### config.mk
export PLATFORM = sky130hd
export DESIGN_NAME = rssx_alu
export DESIGN_NICKNAME = d
export VERILOG_FILES = /design/src/verilog/rssx_pkg.sv /design/src/verilog/rssx_core.sv /design/src/verilog/rssx_alu.sv
export SDC_FILE = /design/constraint.sdc
export NUM_CORES = 1
export LEC_CHECK = 0
export ABC_AREA = 1
export BUFFER_PORTS_ARGS = -buffer_cell sky130_fd_sc_hd__buf_2
export CORE_UTILIZATION = 58
export CTS_CLUSTER_SIZE = 25
export DETAILED_ROUTE_END_ITERATION = 16
export PLACE_DENSITY = 0.93
export SETUP_SLACK_MARGIN = 0.05
export SLEW_MARGIN = 25
export SYNTH_ARGS = -nofsm -noshare
export SYNTH_HDL_FRONTEND = slang
export SYNTH_SLANG_ARGS = --single-unit
### constraint.sdc
create_clock -name aclk -period 5.6 [get_ports aclk]
set_input_delay 1.12 -clock aclk [delete_from_list [all_inputs] [get_ports aclk]]
set_output_delay 1.12 -clock aclk [all_outputs]
set_load 0.005 [all_outputs]
### src/verilog/rssx_pkg.sv
package rssx_pkg;

	// Operation codes presented by the decoder
	typedef enum logic [2:0]
	{
		RSSX_OP_NONE,
		RSSX_OP_ROTATE_RIGHT,
		RSSX_OP_LIT_MINUS_ACC,
		RSSX_OP_REG_MINUS_ACC,
		RSSX_OP_NIBBLE_EXCHANGE,
		RSSX_OP_REG_XOR,
		RSSX_OP_LIT_XOR
	} rssx_op_t;

	localparam int unsigned RSSX_DATA_W = 8;
	localparam int unsigned RSSX_ADDR_W = 7;

	// Target select encoding
	localparam logic RSSX_TGT_ACC = 1'b0;
	localparam logic RSSX_TGT_REG = 1'b1;

	// Register map (byte addresses)
	localparam logic [11:0] RSSX_CTRL_OFS   = 12'h000;
	localparam logic [11:0] RSSX_OPER_OFS   = 12'h004;
	localparam logic [11:0] RSSX_ACC_OFS    = 12'h008;
	localparam logic [11:0] RSSX_FLAGS_OFS  = 12'h00c;
	localparam logic [11:0] RSSX_RESULT_OFS = 12'h010;

	// Control word fields
	localparam int unsigned RSSX_CTRL_OP_LSB  = 0;
	localparam int unsigned RSSX_CTRL_TGT_BIT = 4;
	localparam int unsigned RSSX_CTRL_ADR_LSB = 8;

	// Flag fields
	localparam int unsigned RSSX_FLAG_C_BIT  = 0;
	localparam int unsigned RSSX_FLAG_DC_BIT = 1;
	localparam int unsigned RSSX_FLAG_Z_BIT  = 2;

	localparam logic [7:0] RSSX_ACC_RST   = 8'h00;
	localparam logic [2:0] RSSX_FLAGS_RST = 3'h0;

	localparam logic [1:0] RSSX_RESP_OKAY   = 2'h0;
	localparam logic [1:0] RSSX_RESP_SLVERR = 2'h2;

endpackage

### src/verilog/rssx_core.sv
`timescale 1ns/1ps
`default_nettype none
module rssx_core
	import rssx_pkg::*;
(
	input  wire logic [2:0] op,
	input  wire logic [7:0] acc,
	input  wire logic [7:0] operand,
	input  wire logic [7:0] literal,
	input  wire logic       carry_in,
	input  wire logic       nibble_carry_in,
	input  wire logic       zero_in,
	output logic      [7:0] result,
	output logic            carry_out,
	output logic            nibble_carry_out,
	output logic            zero_out,
	output logic            to_register
);
	logic [8:0] diff;
	logic [4:0] low_diff;
	logic [7:0] minuend;

	always_comb
	begin
		minuend = (rssx_op_t'(op) == RSSX_OP_LIT_MINUS_ACC) ? literal : operand;
		// Borrow-free means the 9-bit sum of minuend and ~acc + 1 carries out
		diff = {1'b0, minuend} + {1'b0, ~acc} + 9'h001;
		low_diff = {1'b0, minuend[3:0]} + {1'b0, ~acc[3:0]} + 5'h01;
		result = operand;
		carry_out = carry_in;
		nibble_carry_out = nibble_carry_in;
		zero_out = zero_in;
		to_register = 1'b1;
		case (rssx_op_t'(op))
			RSSX_OP_ROTATE_RIGHT:
			begin
				result = {carry_in, operand[7:1]};
				carry_out = operand[0];
			end
			RSSX_OP_LIT_MINUS_ACC, RSSX_OP_REG_MINUS_ACC:
			begin
				result = diff[7:0];
				carry_out = diff[8];
				nibble_carry_out = low_diff[4];
				zero_out = (diff[7:0] == 8'h00);
				to_register = (rssx_op_t'(op) == RSSX_OP_REG_MINUS_ACC);
			end
			RSSX_OP_NIBBLE_EXCHANGE:
				result = {operand[3:0], operand[7:4]};
			RSSX_OP_REG_XOR:
			begin
				result = acc ^ operand;
				zero_out = ((acc ^ operand) == 8'h00);
			end
			RSSX_OP_LIT_XOR:
			begin
				result = acc ^ literal;
				zero_out = ((acc ^ literal) == 8'h00);
				to_register = 1'b0;
			end
			default:
			begin
				// No operation hands the accumulator back unchanged
				result = acc;
				to_register = 1'b0;
			end
		endcase
	end
endmodule
`default_nettype wire

### src/verilog/rssx_alu.sv
// What this block does
// - Rotate right through carry; old carry to bit 7, bit 0 to carry.
// - Target select 0 writes accumulator, 1 writes the addressed register (7-bit address).
// - Literal minus accumulator into accumulator, updating carry, nibble carry, zero.
// - Register minus accumulator to selected target, updating carry, nibble carry, zero.
// - Nibble exchange of register to selected target, flags untouched.
// - Accumulator XOR register to selected target, only zero flag updated.
// - Accumulator XOR literal into accumulator, only zero flag updated.
`timescale 1ns/1ps
`default_nettype none
module rssx_alu
	import rssx_pkg::*;
(
	input  wire logic        aclk,
	input  wire logic        aresetn,
	input  wire logic [11:0] s_axi_awaddr,
	input  wire logic        s_axi_awvalid,
	output logic             s_axi_awready,
	input  wire logic [31:0] s_axi_wdata,
	input  wire logic [3:0]  s_axi_wstrb,
	input  wire logic        s_axi_wvalid,
	output logic             s_axi_wready,
	output logic [1:0]       s_axi_bresp,
	output logic             s_axi_bvalid,
	input  wire logic        s_axi_bready,
	input  wire logic [11:0] s_axi_araddr,
	input  wire logic        s_axi_arvalid,
	output logic             s_axi_arready,
	output logic [31:0]      s_axi_rdata,
	output logic [1:0]       s_axi_rresp,
	output logic             s_axi_rvalid,
	input  wire logic        s_axi_rready,
	input  wire logic [7:0]  reg_rdata,
	output logic [6:0]       reg_addr,
	output logic [7:0]       reg_wdata,
	output logic             reg_we
);
	logic [2:0]  op_reg;
	logic        tgt_reg;
	logic [6:0]  adr_reg;
	logic [7:0]  literal_reg;
	logic [7:0]  acc_reg;
	logic        carry_reg;
	logic        nibble_carry_reg;
	logic        zero_reg;
	logic [7:0]  result_reg;
	logic        aw_held;
	logic        w_held;
	logic [11:0] aw_addr_reg;
	logic [31:0] w_data_reg;
	logic [3:0]  w_strb_reg;
	logic        exec_pulse;
	logic        wr_fire;
	logic        wr_map;
	logic [7:0]  res;
	logic        c_n;
	logic        dc_n;
	logic        z_n;
	logic        to_reg;
	logic [7:0]  operand_hold;
	logic        aw_held_next;
	logic        w_held_next;
	logic        bvalid_next;

	function automatic logic mapped(input logic [11:0] a);
		mapped = (a == RSSX_CTRL_OFS) || (a == RSSX_OPER_OFS) || (a == RSSX_ACC_OFS)
			|| (a == RSSX_FLAGS_OFS) || (a == RSSX_RESULT_OFS);
	endfunction

	rssx_core u_core
	(
		.op               (op_reg),
		.acc              (acc_reg),
		.operand          (operand_hold),
		.literal          (literal_reg),
		.carry_in         (carry_reg),
		.nibble_carry_in  (nibble_carry_reg),
		.zero_in          (zero_reg),
		.result           (res),
		.carry_out        (c_n),
		.nibble_carry_out (dc_n),
		.zero_out         (z_n),
		.to_register      (to_reg)
	);

	// Register operand is the file's read data, captured one cycle after the address settles
	always_ff @(posedge aclk)
	begin
		if (!aresetn)
			operand_hold <= 8'h00;
		else
			operand_hold <= reg_rdata;
	end

	assign wr_fire = aw_held && w_held && !s_axi_bvalid;
	assign wr_map = mapped(aw_addr_reg);

	// Ready flops look one edge ahead so they drop as soon as a channel is taken
	always_comb
	begin
		aw_held_next = aw_held || (s_axi_awvalid && s_axi_awready);
		w_held_next = w_held || (s_axi_wvalid && s_axi_wready);
		bvalid_next = s_axi_bvalid && !s_axi_bready;
		if (wr_fire)
		begin
			aw_held_next = 1'b0;
			w_held_next = 1'b0;
			bvalid_next = 1'b1;
		end
	end

	always_ff @(posedge aclk)
	begin
		if (!aresetn)
		begin
			aw_held <= 1'b0;
			w_held <= 1'b0;
			aw_addr_reg <= 12'h000;
			w_data_reg <= 32'h00000000;
			w_strb_reg <= 4'h0;
			s_axi_bvalid <= 1'b0;
			s_axi_bresp <= RSSX_RESP_OKAY;
			s_axi_awready <= 1'b0;
			s_axi_wready <= 1'b0;
		end
		else
		begin
			s_axi_awready <= !aw_held_next && !bvalid_next;
			s_axi_wready <= !w_held_next && !bvalid_next;
			if (s_axi_awvalid && s_axi_awready)
			begin
				aw_held <= 1'b1;
				aw_addr_reg <= {s_axi_awaddr[11:2], 2'b00};
			end
			if (s_axi_wvalid && s_axi_wready)
			begin
				w_held <= 1'b1;
				w_data_reg <= s_axi_wdata;
				w_strb_reg <= s_axi_wstrb;
			end
			if (wr_fire)
			begin
				aw_held <= 1'b0;
				w_held <= 1'b0;
				s_axi_bvalid <= 1'b1;
				s_axi_bresp <= wr_map ? RSSX_RESP_OKAY : RSSX_RESP_SLVERR;
			end
			else if (s_axi_bvalid && s_axi_bready)
				s_axi_bvalid <= 1'b0;
		end
	end

	// Writing the control word with byte 0 starts an operation two cycles later
	logic exec_arm;
	always_ff @(posedge aclk)
	begin
		if (!aresetn)
		begin
			op_reg <= 3'h0;
			tgt_reg <= RSSX_TGT_ACC;
			adr_reg <= 7'h00;
			literal_reg <= 8'h00;
			exec_arm <= 1'b0;
			exec_pulse <= 1'b0;
		end
		else
		begin
			exec_pulse <= exec_arm;
			exec_arm <= 1'b0;
			if (wr_fire && aw_addr_reg == RSSX_CTRL_OFS)
			begin
				if (w_strb_reg[0])
				begin
					op_reg <= w_data_reg[RSSX_CTRL_OP_LSB +: 3];
					tgt_reg <= w_data_reg[RSSX_CTRL_TGT_BIT];
					exec_arm <= 1'b1;
				end
				if (w_strb_reg[1])
					adr_reg <= w_data_reg[RSSX_CTRL_ADR_LSB +: 7];
			end
			if (wr_fire && aw_addr_reg == RSSX_OPER_OFS && w_strb_reg[0])
				literal_reg <= w_data_reg[7:0];
		end
	end

	// Accumulator and flags: an executing operation wins over a software write
	always_ff @(posedge aclk)
	begin
		if (!aresetn)
		begin
			acc_reg <= RSSX_ACC_RST;
			{zero_reg, nibble_carry_reg, carry_reg} <= RSSX_FLAGS_RST;
			result_reg <= 8'h00;
		end
		else if (exec_pulse)
		begin
			result_reg <= res;
			carry_reg <= c_n;
			nibble_carry_reg <= dc_n;
			zero_reg <= z_n;
			if (!(to_reg && tgt_reg == RSSX_TGT_REG))
				acc_reg <= res;
		end
		else if (wr_fire && w_strb_reg[0])
		begin
			if (aw_addr_reg == RSSX_ACC_OFS)
				acc_reg <= w_data_reg[7:0];
			if (aw_addr_reg == RSSX_FLAGS_OFS)
			begin
				carry_reg <= w_data_reg[RSSX_FLAG_C_BIT];
				nibble_carry_reg <= w_data_reg[RSSX_FLAG_DC_BIT];
				zero_reg <= w_data_reg[RSSX_FLAG_Z_BIT];
			end
		end
	end

	always_ff @(posedge aclk)
	begin
		if (!aresetn)
		begin
			reg_addr <= 7'h00;
			reg_wdata <= 8'h00;
			reg_we <= 1'b0;
		end
		else
		begin
			// Address follows the control write at once so the operand is read before execution
			if (wr_fire && aw_addr_reg == RSSX_CTRL_OFS && w_strb_reg[1])
				reg_addr <= w_data_reg[RSSX_CTRL_ADR_LSB +: 7];
			else
				reg_addr <= adr_reg;
			reg_we <= exec_pulse && to_reg && (tgt_reg == RSSX_TGT_REG);
			reg_wdata <= res;
		end
	end

	always_ff @(posedge aclk)
	begin
		if (!aresetn)
		begin
			s_axi_arready <= 1'b0;
			s_axi_rvalid <= 1'b0;
			s_axi_rdata <= 32'h00000000;
			s_axi_rresp <= RSSX_RESP_OKAY;
		end
		else
		begin
			s_axi_arready <= 1'b0;
			if (s_axi_rvalid && s_axi_rready)
				s_axi_rvalid <= 1'b0;
			else if (s_axi_arvalid && !s_axi_arready && !s_axi_rvalid)
			begin
				s_axi_arready <= 1'b1;
				s_axi_rvalid <= 1'b1;
				s_axi_rresp <= mapped({s_axi_araddr[11:2], 2'b00}) ?
					RSSX_RESP_OKAY : RSSX_RESP_SLVERR;
				case ({s_axi_araddr[11:2], 2'b00})
					RSSX_CTRL_OFS:   s_axi_rdata <= {17'h0, adr_reg, 3'h0, tgt_reg, 1'b0, op_reg};
					RSSX_OPER_OFS:   s_axi_rdata <= {24'h0, literal_reg};
					RSSX_ACC_OFS:    s_axi_rdata <= {24'h0, acc_reg};
					RSSX_FLAGS_OFS:  s_axi_rdata <= {29'h0, zero_reg, nibble_carry_reg, carry_reg};
					RSSX_RESULT_OFS: s_axi_rdata <= {24'h0, result_reg};
					default:         s_axi_rdata <= 32'h00000000;
				endcase
			end
		end
	end

	a_rot_carry: assert property (@(posedge aclk) disable iff (!aresetn)
		exec_pulse && rssx_op_t'(op_reg) == RSSX_OP_ROTATE_RIGHT
		|=> carry_reg == $past(operand_hold[0]) && result_reg == {$past(carry_reg), $past(operand_hold[7:1])})
		else $error("rotate carry wrong");
	a_target_reg: assert property (@(posedge aclk) disable iff (!aresetn)
		exec_pulse && tgt_reg && rssx_op_t'(op_reg) == RSSX_OP_NIBBLE_EXCHANGE
		|=> reg_we && acc_reg == $past(acc_reg))
		else $error("register target not written");
	a_lit_sub: assert property (@(posedge aclk) disable iff (!aresetn)
		exec_pulse && rssx_op_t'(op_reg) == RSSX_OP_LIT_MINUS_ACC
		|=> acc_reg == 8'($past(literal_reg) - $past(acc_reg)) && !reg_we)
		else $error("literal subtract wrong");
	a_reg_sub_c: assert property (@(posedge aclk) disable iff (!aresetn)
		exec_pulse && rssx_op_t'(op_reg) == RSSX_OP_REG_MINUS_ACC
		|=> carry_reg == ($past(operand_hold) >= $past(acc_reg)))
		else $error("register subtract carry wrong");
	a_swap_flags: assert property (@(posedge aclk) disable iff (!aresetn)
		exec_pulse && rssx_op_t'(op_reg) == RSSX_OP_NIBBLE_EXCHANGE
		|=> $stable({carry_reg, nibble_carry_reg, zero_reg}))
		else $error("swap changed flags");
	a_xor_carry: assert property (@(posedge aclk) disable iff (!aresetn)
		exec_pulse && rssx_op_t'(op_reg) == RSSX_OP_REG_XOR
		|=> $stable(carry_reg) && zero_reg == ($past(acc_reg) == $past(operand_hold)))
		else $error("register xor flags wrong");
	a_lit_xor: assert property (@(posedge aclk) disable iff (!aresetn)
		exec_pulse && rssx_op_t'(op_reg) == RSSX_OP_LIT_XOR
		|=> acc_reg == ($past(acc_reg) ^ $past(literal_reg)) && $stable(nibble_carry_reg))
		else $error("literal xor wrong");
	a_nib_borrow: assert property (@(posedge aclk) disable iff (!aresetn)
		exec_pulse && rssx_op_t'(op_reg) == RSSX_OP_LIT_MINUS_ACC
		|=> nibble_carry_reg == ($past(literal_reg[3:0]) >= $past(acc_reg[3:0])))
		else $error("nibble carry wrong");
endmodule
`default_nettype wire

==> impl_metrics.py, run 1 <==
metrics = {
    "min_path": {
        "hold_end": "exec_pulse",
        "min_path_cells": 2,
        "hold_class": "flop to flop",
        "min_from": "exec_arm",
    },
    "timing": {
        "rsz0062_at_grt": "no",
        "setup_viol": 0,
        "tightest_slew_ns": 0.744,
        "setup_slack_ns": 2.45,
        "fmax_mhz": 318,
        "finClkSkew_ns": 0.0108,
        "setup-tns-final_ns": 0,
        "layout_min_cycle_time_ns": 3.15,
        "slew_viol_final": 0,
        "fin_crit_sh": 0.562,
        "hold_violations": 0,
        "max_slew_margin": 0.503,
    },
    "synthesis": {
        "async_flop_share": 0,
        "netlist.area_leader.share": 0.407,
        "yosysWarnings": 0,
        "ys_types": 42,
        "yosys-top-cells-area": "dfxtp_1, nand2_1, o21ai_0, nor2_1, a21oi_1",
        "syn-cell-area_sq_um": 5650,
        "synth_top_area_cell": "dfxtp_1",
        "syn_avg_cell_area_sq_um": 6.97,
        "synth_edf_count": 0,
        "synth_seq_area_share": 0.407,
        "synthFlopType": "dfxtp_1",
        "netlist_top_cells_count": "nand2_1, dfxtp_1, nor2_1",
        "yosysMostFrequentCell": "nand2_1",
        "syn_inst": 811,
        "ys_ff_latch": 115,
    },
    "final_layout": {
        "layout.nets": 978,
        "postLayoutCellArea_sq_um": 6700,
        "drive_above_1_share": 0.175,
        "antenna_cells": 0,
        "final_util": 0.718,
        "area_growth_pct": 18.4,
    },
    "drt": {
        "viasPerCell": 5.53,
        "wl_microns": 15800,
        "initialDrtViolationCount": 493,
        "wl_per_cell_microns": 15.3,
        "drc": 0,
        "route.vias.total": 5728,
        "drt_first_pass_iters": 6,
        "ant_nets": 0,
    },
    "critical_path": {
        "critPathMaxStageDelay_ns": 0.45,
        "cp.required_ns": 6.05,
        "path_common_cell": "nand2_1",
        "rrSetupSlack_ns": 2.45,
        "startpoint_type": "flop",
        "cp_data_arrival_time_ns": 3.60,
        "crit_type": "flop to flop",
        "r2r_start": "op_reg[2]",
        "crit_slowest_cell": "dfxtp_1",
        "crit_chain": "inv_2 > nand2_1 > inv_2 > nand2_1 > o21ai_0 > ha_1 > fa_1 > inv_1 > nand2_1 > nand2_1 > nand3_1 > nand2_1 > nand3_1 > nor2_1 > nand2_1 > nand2_1 > nand2_1 > a21oi_1",
        "reg2reg_to": "zero_reg",
        "critPathCaptureType": "flop",
        "cp_top_family": "simple AND/OR/NAND/NOR gates",
        "worst-path-max-fanout": 16,
        "r2r_cells": 18,
        "path_buf_inv": 3,
    },
    "global_routing": {
        "antenna_found_initial": 0,
        "grt_pass1_vias": 5596,
        "grt.overflow.total": 0,
        "grt_pass1_wl_microns": 25700,
        "track_usage": 0.329,
        "grt_start_max_net_pins": 80,
    },
    "cts": {
        "holdBufCountCts": 0,
        "cts_setup_buffers": 0,
        "htreeDepth": 4,
        "post_cts_resized": 0,
        "ctsRootBufferMaster": "clkbuf_8",
        "path_clk_slew_ns": 0.06,
        "cts_buffers": 17,
        "cts_tree": "done",
        "clk_path_buf_depth": 2,
        "cts_sinks": 115,
        "clk_latency_ns": 0.53,
    },
    "placement": {
        "hpwl_microns": 10600,
        "dpl_cell_area_sq_um": 6070,
        "place.gp.congestion": 0.984,
        "port_buffers": 89,
        "place_ws_ns": 2.58,
    },
    "floorplan": {
        "die_h_microns": 101,
        "dieWidth_microns": 101,
        "ios": 132,
        "core-area_sq_um": 9330,
        "rows": 35,
        "die_area_sq_um": 10100,
        "start_util": 0.606,
    },
    "power_and_ir_drop": {
        "p_leak_nw": 3.17,
        "power.total_mw": 2.19,
        "ir_drop_mv": 0.228,
        "powerDensity_nw_per_um2": 328,
    },
    "status": {
        "status": "completed",
    },
    "job": {
        "drv_cap": 0,
    },
}
## layout make-up
cell class,instances,area (sq um)
multi-input combinational,583,2830
fill,718,2630
sequential,115,2300
timing repair buffer,91,460
clock buffer,17,414
inverter,85,320
clock inverter,15,206
tap,129,161
## per-stage QoR
stage / std cells / hold slack (ns)
2_1_floorplan: 829 / 0.390
3_5_place_dp: 1003 / 0.421
4_1_cts: 1035 / 0.438
6_report: 1035 / 0.435
5_1_grt: 1035 / 0.445
3_3_place_gp: 1003 / 0.392
## metal layers
metal  up-vias  track usage  wire length [microns]
li1       2755            -                      -
met1      2588        0.352                   5860
met2       314        0.589                   7900
met3        71       0.0867                   1350
met4         0        0.183                    684
met5         -            0                      0
## kinds of logic after synthesis
logic type	Yosys count	synth area share
adder cells (fa/ha/maj)	10	0.0235
buffers and inverters	131	0.105
AO/OA/AOI/OAI	162	0.148
flip-flops	115	0.407
AND/OR/NAND/NOR	381	0.299
XOR/XNOR	11	0.0170
other	1	0.000663
## worst reg2reg max path, delay by kind of cell, from the launching register on
family	cells	cell delay, ns
AO/OA/AOI/OAI	2	0.36
buffers and inverters	3	0.34
flip-flops	1	0.45
AND/OR/NAND/NOR	11	1.31
adder cells (fa/ha/maj)	2	0.62
## worst max path at each step
stage,start,end,slack (ns),cells after the start
6_report,op_reg[2],zero_reg,2.45,18
5_1_grt,op_reg[2],zero_reg,2.23,18
3_3_place_gp,op_reg[2],zero_reg,2.69,18
4_1_cts,op_reg[2],zero_reg,2.55,18
3_5_place_dp,op_reg[2],zero_reg,2.58,18
2_1_floorplan,op_reg[2],zero_reg,3.11,19
## power by group
| part | switching [mW] | internal [mW] | total [mW] |
|---|---|---|---|
| Combinational | 0.109 | 0.0630 | 0.172 |
| Sequential | 0.0242 | 0.848 | 0.872 |
| Clock | 0.450 | 0.700 | 1.15 |
## layout by cell type (no fill, tap or decap), types with 5 or more instances in the layout
cell type and n:
conb_1 19, inv_2 6, clkbuf_16 16, dfxtp_1 115, inv_6 5, nand2_2 9, nand3_1 39, nand3_2 6
xnor2_1 7, a21oi_1 72, nor2_1 104, ha_1 9, inv_8 5, nand4_1 14, nand2_1 184, inv_1 76
buf_2 89, o21ai_0 78
Note: power is estimated with default switching activity, not from simulation.
==> inputs of run 2 (changes only) <==
--- a/config.mk
+++ b/config.mk
@@ -7,10 +7,10 @@
 export LEC_CHECK = 0
 export ABC_AREA = 1
 export BUFFER_PORTS_ARGS = -buffer_cell sky130_fd_sc_hd__buf_2
-export CORE_UTILIZATION = 58
+export CORE_UTILIZATION = 54
 export CTS_CLUSTER_SIZE = 25
 export DETAILED_ROUTE_END_ITERATION = 16
-export PLACE_DENSITY = 0.93
+export PLACE_DENSITY = 0.88
 export SETUP_SLACK_MARGIN = 0.05
 export SLEW_MARGIN = 25
 export SYNTH_ARGS = -nofsm -noshare
==> constraint.sdc (replaced) <==
create_clock -name aclk -period 3.2 [get_ports aclk]
set_input_delay 0.64 -clock aclk [delete_from_list [all_inputs] [get_ports aclk]]
set_output_delay 0.64 -clock aclk [all_outputs]
set_load 0.005 [all_outputs]
==> run 2 against run 1 <==
Register-to-register slack got worse by 2.2 ns. Fmax increased by 8.4%. Clock-buffer cell count unchanged. Clock power increased by 68%. Sequential power increased by 74%. Sequential cell count unchanged. Largest cell class unchanged. Critical path type unchanged. First-iteration DRC count increased by 0.81%. Utilization decreased by 4.6 points.
==> impl_metrics.py, run 2 (same netlist as run 1, synthesis figures left out) <==
metrics = {
    "cts": {
        "clk_path_buf_depth": 2,
        "post_cts_resized": 0,
        "cts_buffers": 17,
        "cts_setup_buffers": 0,
        "holdBufCountCts": 0,
        "path_clk_slew_ns": 0.06,
        "clk_latency_ns": 0.53,
        "cts_tree": "done",
        "htreeDepth": 4,
        "ctsRootBufferMaster": "clkbuf_8",
        "cts_sinks": 115,
    },
    "placement": {
        "dp.cells": 1009,
        "place.gp.congestion": 0.933,
        "hpwl_microns": 10700,
        "port_buffers": 89,
        "dpl_cell_area_sq_um": 6090,
        "place_ws_ns": 0.484,
    },
    "critical_path": {
        "crit_type": "flop to flop",
        "critPathMaxStageDelay_ns": 0.41,
        "critPathCaptureType": "flop",
        "path_buf_inv": 3,
        "cp_top_family": "simple AND/OR/NAND/NOR gates",
        "cp_data_arrival_time_ns": 3.36,
        "cp.required_ns": 3.65,
        "startpoint_type": "flop",
        "worst-path-max-fanout": 9,
        "path_common_cell": "nand2_1",
        "crit_chain": "inv_2 > nand2_1 > inv_2 > nand2_1 > nand2_1 > o21ai_0 > ha_1 > fa_1 > inv_1 > nand2_1 > nand2_1 > nand3_1 > nand2_1 > nand2_1 > nand2_1 > nand2_1 > nand2_2 > nand3_2 > a21oi_1",
        "crit_slowest_cell": "fa_1",
    },
    "timing": {
        "rsz0062_at_grt": "no",
        "slew_viol_final": 0,
        "fin_crit_sh": 0.908,
        "fmax_mhz": 344,
        "setup_slack_ns": 0.294,
        "tightest_slew_ns": 0.736,
        "max_slew_margin": 0.507,
        "layout_min_cycle_time_ns": 2.91,
        "setup_viol": 0,
        "fin_hold_ws_ns": 0.293,
        "finClkSkew_ns": 0.0108,
        "hold_violations": 0,
        "setup-tns-final_ns": 0,
    },
    "min_path": {
        "hold_class": "input pin to flop",
    },
    "final_layout": {
        "final_util": 0.672,
        "postLayoutCellArea_sq_um": 6690,
        "layout_common_cells": "nand2_1, dfxtp_1, nor2_1",
        "multi_input_area_sq_um": 2830,
        "layout.nets": 980,
        "area_growth_pct": 18.3,
        "finalNonFillerCells": 1041,
        "antenna_cells": 0,
        "final-seq-area_sq_um": 2300,
        "final_common_cell": "nand2_1",
        "drive_above_1_share": 0.177,
        "fill_cells": 869,
    },
    "floorplan": {
        "die_h_microns": 104,
        "core-area_sq_um": 9950,
        "start_util": 0.568,
        "dieWidth_microns": 104,
        "ios": 132,
        "rows": 36,
        "die_area_sq_um": 10900,
    },
    "drt": {
        "wl_microns": 15300,
        "route.vias.total": 5634,
        "viasPerCell": 5.41,
        "drc": 0,
        "ant_nets": 0,
        "drt_first_pass_iters": 6,
        "wl_per_cell_microns": 14.7,
        "initialDrtViolationCount": 497,
    },
    "global_routing": {
        "antenna_found_initial": 0,
        "track_usage": 0.294,
        "grt.overflow.total": 0,
        "grt_start_max_net_pins": 79,
        "grt_pass1_wl_microns": 25200,
        "grt_pass1_vias": 5288,
    },
    "power_and_ir_drop": {
        "p_leak_nw": 3.17,
        "ir_drop_mv": 0.373,
        "power.total_mw": 3.75,
        "powerDensity_nw_per_um2": 561,
    },
    "job": {
        "drv_cap": 0,
    },
    "status": {
        "status": "completed",
    },
}
run 2: area by class of cell:
class	instances	area share
clock buffers	17	0.0619
clock inverters	15	0.0273
inverters	85	0.0479
multi-input cells	583	0.423
flip-flops and latches	115	0.344
well taps	133	0.0249
repair buffers	93	0.0711
run 2: path summary, 6_finish.rpt:
path	slack, ns	from	depth (start not counted)	end
max	0.29	op_reg[2]	19	result_reg[6]
min	0.29	s_axi_rready	2	s_axi_rvalid
max reg2reg	0.29	op_reg[2]	19	result_reg[6]
min reg2reg	0.41	exec_arm	2	exec_pulse
run 2: power by group:
group / total (mW) / internal (mW) / switching, mW
clock network: 1.93 / 1.15 / 0.784
registers: 1.52 / 1.48 / 0.0400
logic: 0.297 / 0.110 / 0.187
run 2: per-layer routing:
metal  GRT usage  up-vias  wire length, microns
li1            -     2762                     -
met3      0.0627       65                  1260
met5           0        -                     0
met2       0.495      264                  7410
met1       0.353     2543                  6020
met4       0.143        0                   631
